`config.mk`:
```
export PLATFORM = sky130hd
export DESIGN_NAME = bmlc_boot_mode_lock_control
export DESIGN_NICKNAME = d
export VERILOG_FILES = /design/src/logic/bmlc_pkg.sv /design/src/logic/boot_mode_lock_control.sv
export SDC_FILE = /design/constraint.sdc
export NUM_CORES = 1
export LEC_CHECK = 0
export BUFFER_PORTS_ARGS = -buffer_cell sky130_fd_sc_hd__buf_2
export CAP_MARGIN = 25
export CORE_MARGIN = 3
export CORE_UTILIZATION = 25
export CTS_CLUSTER_DIAMETER = 150
export CTS_CLUSTER_SIZE = 16
export DETAILED_ROUTE_END_ITERATION = 10
export HOLD_SLACK_MARGIN = 0.12
export PLACE_DENSITY = 0.64
export SLEW_MARGIN = 0
export SYNTH_ARGS = -nofsm -noshare
export SYNTH_HDL_FRONTEND = slang
export SYNTH_SLANG_ARGS = --single-unit
```
`constraint.sdc`:
```
create_clock -name core_clk -period 4.5 [get_ports core_clk]
set_clock_uncertainty 0.1 [all_clocks]
set_input_delay 0.45 -clock core_clk [delete_from_list [all_inputs] [get_ports core_clk]]
set_output_delay 0.45 -clock core_clk [all_outputs]
set_load 0.01 [all_outputs]
```
`src/logic/bmlc_pkg.sv`:
```
package bmlc_pkg;

  // ----------------------------------------
  // Persistent protection image
  // ----------------------------------------
  typedef struct packed {
    logic romHidden;
    logic normalMode;
    logic modeLock;
    logic flashBoot;
  } bmlc_nv_t;

  // Safe value held until the stored image is restored
  localparam bmlc_nv_t NV_RESET = 4'h0;

  // ----------------------------------------
  // Loader command kinds and control states
  // ----------------------------------------
  typedef enum logic [1:0] {
    CMD_FLASH_READ  = 2'h0,
    CMD_FLASH_WRITE = 2'h1,
    CMD_OTHER       = 2'h2
  } bmlc_cmd_t;

  typedef enum logic [1:0] {
    ST_LOAD = 2'b01,
    ST_RUN  = 2'b10
  } bmlc_state_t;

  // ----------------------------------------
  // Default address map
  // ----------------------------------------
  localparam int          ADDR_W     = 16;
  localparam logic [15:0] ROM_BASE   = 16'h0000;
  localparam logic [15:0] ROM_LIMIT  = 16'h1FFF;
  localparam logic [15:0] FLASH_BASE = 16'h4000;
  localparam logic [15:0] FLASH_LIMIT = 16'hBFFF;
  localparam logic [15:0] RAM_BASE   = 16'hC000;
  localparam logic [15:0] RAM_LIMIT  = 16'hCFFF;

endpackage

```
`src/logic/boot_mode_lock_control.sv`:
```
`timescale 1ns/1ps
// Contract
// - Loader runs and takes commands only in ROM boot; flash boot refuses all.
// - Once flash boot is locked, further boot mode changes are ignored.
// - Locked in flash boot, loader flash read and write commands are blocked.
// - ROM hiding makes ROM inaccessible and flash read-only.
// - Exactly one boot domain, ROM or flash, is held at any time.
// - Test to normal mode is one-way; test mode never returns.
// - Any access to an invalid address raises an indication.
module bmlc_boot_mode_lock_control
  import bmlc_pkg::*;
#(
  parameter int               AW       = ADDR_W,
  parameter logic [ADDR_W-1:0] RomBase  = ROM_BASE,
  parameter logic [ADDR_W-1:0] RomLim   = ROM_LIMIT,
  parameter logic [ADDR_W-1:0] FlBase   = FLASH_BASE,
  parameter logic [ADDR_W-1:0] FlLim    = FLASH_LIMIT,
  parameter logic [ADDR_W-1:0] RamBase  = RAM_BASE,
  parameter logic [ADDR_W-1:0] RamLim   = RAM_LIMIT
) (
  // Clock and reset
  input  wire logic            core_clk,
  input  wire logic            reset_n,
  // Non-volatile image restore and store
  input  wire logic            nvValid,
  input  wire bmlc_nv_t        nvImage,
  output logic                 nvWriteEn,
  output bmlc_nv_t             nvWriteData,
  // Mode change requests
  input  wire logic            setFlashBoot,
  input  wire logic            setRomBoot,
  input  wire logic            lockReq,
  input  wire logic            enterNormalReq,
  input  wire logic            romHideReq,
  // Loader command port
  input  wire logic            cmdValid,
  input  wire bmlc_cmd_t       cmdKind,
  output logic                 cmdAccept,
  output logic                 cmdReject,
  // Address check port
  input  wire logic            accValid,
  input  wire logic            accWrite,
  input  wire logic [AW-1:0]   accAddr,
  input  wire logic            invalidClr,
  output logic                 invalidPulse,
  output logic                 invalidFlag,
  // Status
  output logic                 ready,
  output logic                 romBootSel,
  output logic                 flashBootSel,
  output logic                 modeLocked,
  output logic                 loaderEnable,
  output logic                 testModeEn,
  output logic                 normalMode,
  output logic                 romAccessible,
  output logic                 flashWritable
);

  // ----------------------------------------
  // State and image
  // ----------------------------------------
  bmlc_state_t state_q;
  bmlc_nv_t    img_q;
  bmlc_nv_t    img_d;
  logic        run;
  logic        inRom;
  logic        inFlash;
  logic        inRam;
  logic        badAcc;
  logic        cmdOk;

  assign run = (state_q == ST_RUN);

  // Next image from requests, only while running
  always_comb begin
    img_d = img_q;
    if (run) begin
      if (!img_q.modeLock && (setFlashBoot != setRomBoot)) begin
        img_d.flashBoot = setFlashBoot;
      end
      if (lockReq && img_q.flashBoot) begin
        img_d.modeLock = 1'b1;
      end
      if (enterNormalReq) begin
        img_d.normalMode = 1'b1;
      end
      if (romHideReq) begin
        img_d.romHidden = 1'b1;
      end
    end
  end

  // Restore once after release, then run
  always_ff @(posedge core_clk or negedge reset_n) begin
    if (!reset_n) begin
      state_q <= ST_LOAD;
    end else begin
      case (state_q)
        ST_LOAD: if (nvValid) begin
          state_q <= ST_RUN;
        end
        ST_RUN:  state_q <= ST_RUN;
        default: state_q <= ST_LOAD;
      endcase
    end
  end

  // Image register; sticky bits only ever set
  always_ff @(posedge core_clk or negedge reset_n) begin
    if (!reset_n) begin
      img_q <= NV_RESET;
    end else if (!run && nvValid) begin
      img_q <= nvImage;
    end else begin
      img_q <= img_d;
    end
  end

  // Store every change of the image
  always_ff @(posedge core_clk or negedge reset_n) begin
    if (!reset_n) begin
      nvWriteEn   <= 1'b0;
      nvWriteData <= NV_RESET;
    end else begin
      nvWriteEn   <= run && (img_d != img_q);
      nvWriteData <= img_d;
    end
  end

  // ----------------------------------------
  // Loader command gate
  // ----------------------------------------
  always_comb begin
    cmdOk = run && !img_q.flashBoot;
    if (cmdKind == CMD_FLASH_WRITE && img_q.romHidden) begin
      cmdOk = 1'b0;
    end
    if (img_q.flashBoot && img_q.modeLock && cmdKind != CMD_OTHER) begin
      cmdOk = 1'b0;
    end
  end

  // Registered accept or refuse, one cycle after the command
  always_ff @(posedge core_clk or negedge reset_n) begin
    if (!reset_n) begin
      cmdAccept <= 1'b0;
      cmdReject <= 1'b0;
    end else begin
      cmdAccept <= cmdValid && cmdOk;
      cmdReject <= cmdValid && !cmdOk;
    end
  end

  // ----------------------------------------
  // Address check
  // ----------------------------------------
  assign inRom   = (accAddr >= RomBase) && (accAddr <= RomLim);
  assign inFlash = (accAddr >= FlBase) && (accAddr <= FlLim);
  assign inRam   = (accAddr >= RamBase) && (accAddr <= RamLim);
  assign badAcc  = accValid && !((inRom && !img_q.romHidden)
                   || (inFlash && !(accWrite && img_q.romHidden)) || inRam);

  // Pulse and sticky flag; a new event beats the clear
  always_ff @(posedge core_clk or negedge reset_n) begin
    if (!reset_n) begin
      invalidPulse <= 1'b0;
      invalidFlag  <= 1'b0;
    end else begin
      invalidPulse <= badAcc;
      if (badAcc) begin
        invalidFlag <= 1'b1;
      end else if (invalidClr) begin
        invalidFlag <= 1'b0;
      end
    end
  end

  // ----------------------------------------
  // Status outputs
  // ----------------------------------------
  assign ready         = run;
  assign flashBootSel  = img_q.flashBoot;
  assign romBootSel    = !img_q.flashBoot;
  assign modeLocked    = img_q.modeLock;
  assign loaderEnable  = run && !img_q.flashBoot;
  assign normalMode    = img_q.normalMode;
  assign testModeEn    = run && !img_q.normalMode;
  assign romAccessible = !img_q.romHidden;
  assign flashWritable = !img_q.romHidden;
endmodule

```
==> flow_summary.yaml <==
status:
  status: "finished clean"
cts:
  cts.clk_slew.worst_paths_ns: 0.10
  post_cts_buffers: 0
  cts_tree: "yes"
  cts.sinks: 15
  clk_latency_ns: 0.29
  numCtsBuffers: 3
  htree_levels: 1
  cts_buffer_depth: 2
  cts_resized: 0
  cts-root-buf: "clkbuf_4"
cells_and_area:
  drive_above_1_share: 0.496
  fillers: 330
  largest_reg_flops: 4
  antenna_cells: 0
  fin_util: 0.370
  area_growth_pct: 40.6
  fin_nets: 172
  top_regs: "nvWriteData (4), state_q (2)"
  top_register: "nvWriteData"
logic_synthesis:
  async_flop_share: 1.00
  synth_area_leaders: "dfrtp_1, ha_1, nand2_1, inv_1, mux2_2"
  synth_most_common_cell: "dfrtp_1"
  synth-seq-area-share: 0.465
  synth_edf_count: 0
  synthCells: 77
  synth_top_area_share: 0.432
  ys_ff_latch: 15
  yosys.area.top_type: "dfrtp_1"
  syn_area_um2: 811
  synth_ff_type: "dfrtp_1"
  yosysWarnings: 0
  post_synth_num_cell_types: 29
  syn_nets: 117
  avgSynthCellArea_um2: 10.5
  synth_common_cells: "dfrtp_1, nand2_1, inv_1, ha_1"
power_and_ir_drop:
  p_sw_frac: 0.279
  clockPowerShare: 0.273
  power_frac_comb: 0.213
  max-vdd-ir-drop_mv: 0.148
  power_density_mw_per_mm2: 256
  intPower_mw: 0.210
  p_switching_mw: 0.0812
  power_frac_seq: 0.514
  power.leakage_nw: 0.600
route:
  final_antenna_net_count: 0
  drc: 0
  first_iter_violations: 9
  routed_via_density: 4.22
  wl_mm: 2.04
  drt_first_pass_iters: 4
  wl_per_cell_um: 11.6
  vias: 739
global_route:
  grt_max_degree: 16
  grt.overflow.total: 0
  grt_pass1_wl_mm: 3.28
  grt_pass1_vias: 772
  grt_usage: 0.104
  antenna_found_initial: 0
worst_setup_path:
  cp_max_fo: 10
  rrSetupSlack_ns: 2.83
  endpoint_kind: "primary output"
  r2r_end: "modeLocked$_DFF_PN0_"
  crit_arrival_ns: 1.59
  r2r-start: "state_q[0]$_DFFE_PN1P_"
  required_ns: 3.95
  r2r_cells: 4
  path_class: "reg2out"
  start_kind: "flip-flop"
timing:
  setup_viol: 0
  tightest_slew_ns: 0.389
  slew_headroom: 0.741
  fin_setup_tns_ns: 0
  rsz0062_at_grt: "false"
  min_period_ns: 2.14
  fin_crit_sh: 0.475
  hold_viol: 0
  maxSlewViolCount: 0
  fmax_ghz: 0.467
die:
  num_rows: 20
  fp.dieArea_mm2: 0.00396
  pin_count: 52
  die_w_um: 63.0
  die_h_um: 63.0
  initial_core_util: 0.263
  core_mm2: 0.00308
hold_path:
  worstHoldStart: "invalidClr"
  whs_endpoint: "invalidFlag$_DFFE_PN0P_"
  hp-class: "in2reg"
  hold-path-cell-count: 2
placement:
  gp_congestion: 0.788
  hpwl_mm: 1.75
  port_buffers: 51
job:
  max_cap_viol_count: 0
-- layout by cell type (no fill, tap or decap), drive strengths merged --
master / instances
and2: 1
nand2: 11
mux2: 4
nand3b: 2
nand2b: 2
clkbuf: 3
and2b: 1
dlygate4sd3: 1
a31o: 1
o21a: 2
nor2b: 3
ha: 6
o21ai: 3
o31a: 1
dfrtp: 14
a22o: 1
o22ai: 1
nand4: 3
nor4: 1
nor2: 1
inv: 10
a21oi: 4
dfstp: 1
nand3: 1
buf: 51
and4: 1
clkinv: 1
-- worst max-delay path by stage --
stage                                 startpoint           end  slack (ns)  cells after the start
final                     state_q[0]$_DFFE_PN1P_  loaderEnable        2.36                      4
after global routing      state_q[0]$_DFFE_PN1P_  loaderEnable        2.29                      4
after CTS                 state_q[0]$_DFFE_PN1P_  loaderEnable        2.33                      4
after detailed placement  state_q[0]$_DFFE_PN1P_  loaderEnable        2.67                      4
after global placement    state_q[0]$_DFFE_PN1P_  loaderEnable        2.71                      4
after floorplan           state_q[0]$_DFFE_PN1P_  loaderEnable        2.82                      4
-- power by group through the flow --
| stage | Clock (mW) | Combinational (mW) | Sequential [mW] |
|---|---|---|---|
| 2_1_floorplan | 0 | 0.0234 | 0.157 |
| 3_3_place_gp | 0 | 0.0603 | 0.152 |
| 3_5_place_dp | 0 | 0.0626 | 0.153 |
| 4_1_cts | 0.0842 | 0.0633 | 0.150 |
| 5_1_grt | 0.0895 | 0.0683 | 0.152 |
| 6_report | 0.0795 | 0.0621 | 0.150 |
-- cell families (layout without fill, tap and decap cells) --
logic type,count (synthesis),in the layout,share of synthesized area
mux,4,4,0.0602
fa+ha+maj,6,6,0.0926
buf+inv,12,66,0.0695
compound gates,13,13,0.111
flops,15,15,0.465
simple gates,27,27,0.202
-- routing by layer --
layer	global-route usage	wire length, µm	share of wire
met5	0	0	0
met1	0.113	767	0.38
met2	0.190	1100	0.54
met3	0.0414	151	0.074
met4	0.0165	19	0.0093
-- through the flow --
step	total power [mW]	hold slack, ns	instance area, µm²	setup WS [ns]	std cells
after floorplan	0.180	0.0544	811	2.82	77
after global placement	0.212	0.261	1100	2.71	170
after detailed placement	0.215	0.276	1100	2.67	170
after CTS	0.298	0.230	1140	2.33	175
after global routing	0.309	0.220	1140	2.29	175
final	0.291	0.243	1140	2.36	175
-- worst max-delay path: stages, from the launching register on --
cell and delay, ns:
dfstp_2 0.54, inv_1 0.06, ha_1 0.33, and2b_1 0.23, buf_2 0.14
-- area by class of cell --
| cell class | instances | area, µm² | area share |
|---|---|---|---|
| clock buffer | 3 | 22.5 | 0.0198 |
| clock inverter | 1 | 5.00 | 0.00439 |
| inverter | 10 | 37.5 | 0.0329 |
| multi-input combinational | 50 | 378 | 0.332 |
| sequential | 15 | 377 | 0.330 |
| tap | 44 | 55.1 | 0.0483 |
| timing repair buffer | 52 | 265 | 0.233 |
-- timing repair --
| action | in CTS | in global routing |
|---|---|---|
| endpoints found under the setup margin | 0 | 0 |
| endpoints found under the hold margin | 14 | 0 |
| hold buffers | 1 | 0 |
Power figures use the tool's default switching activity.
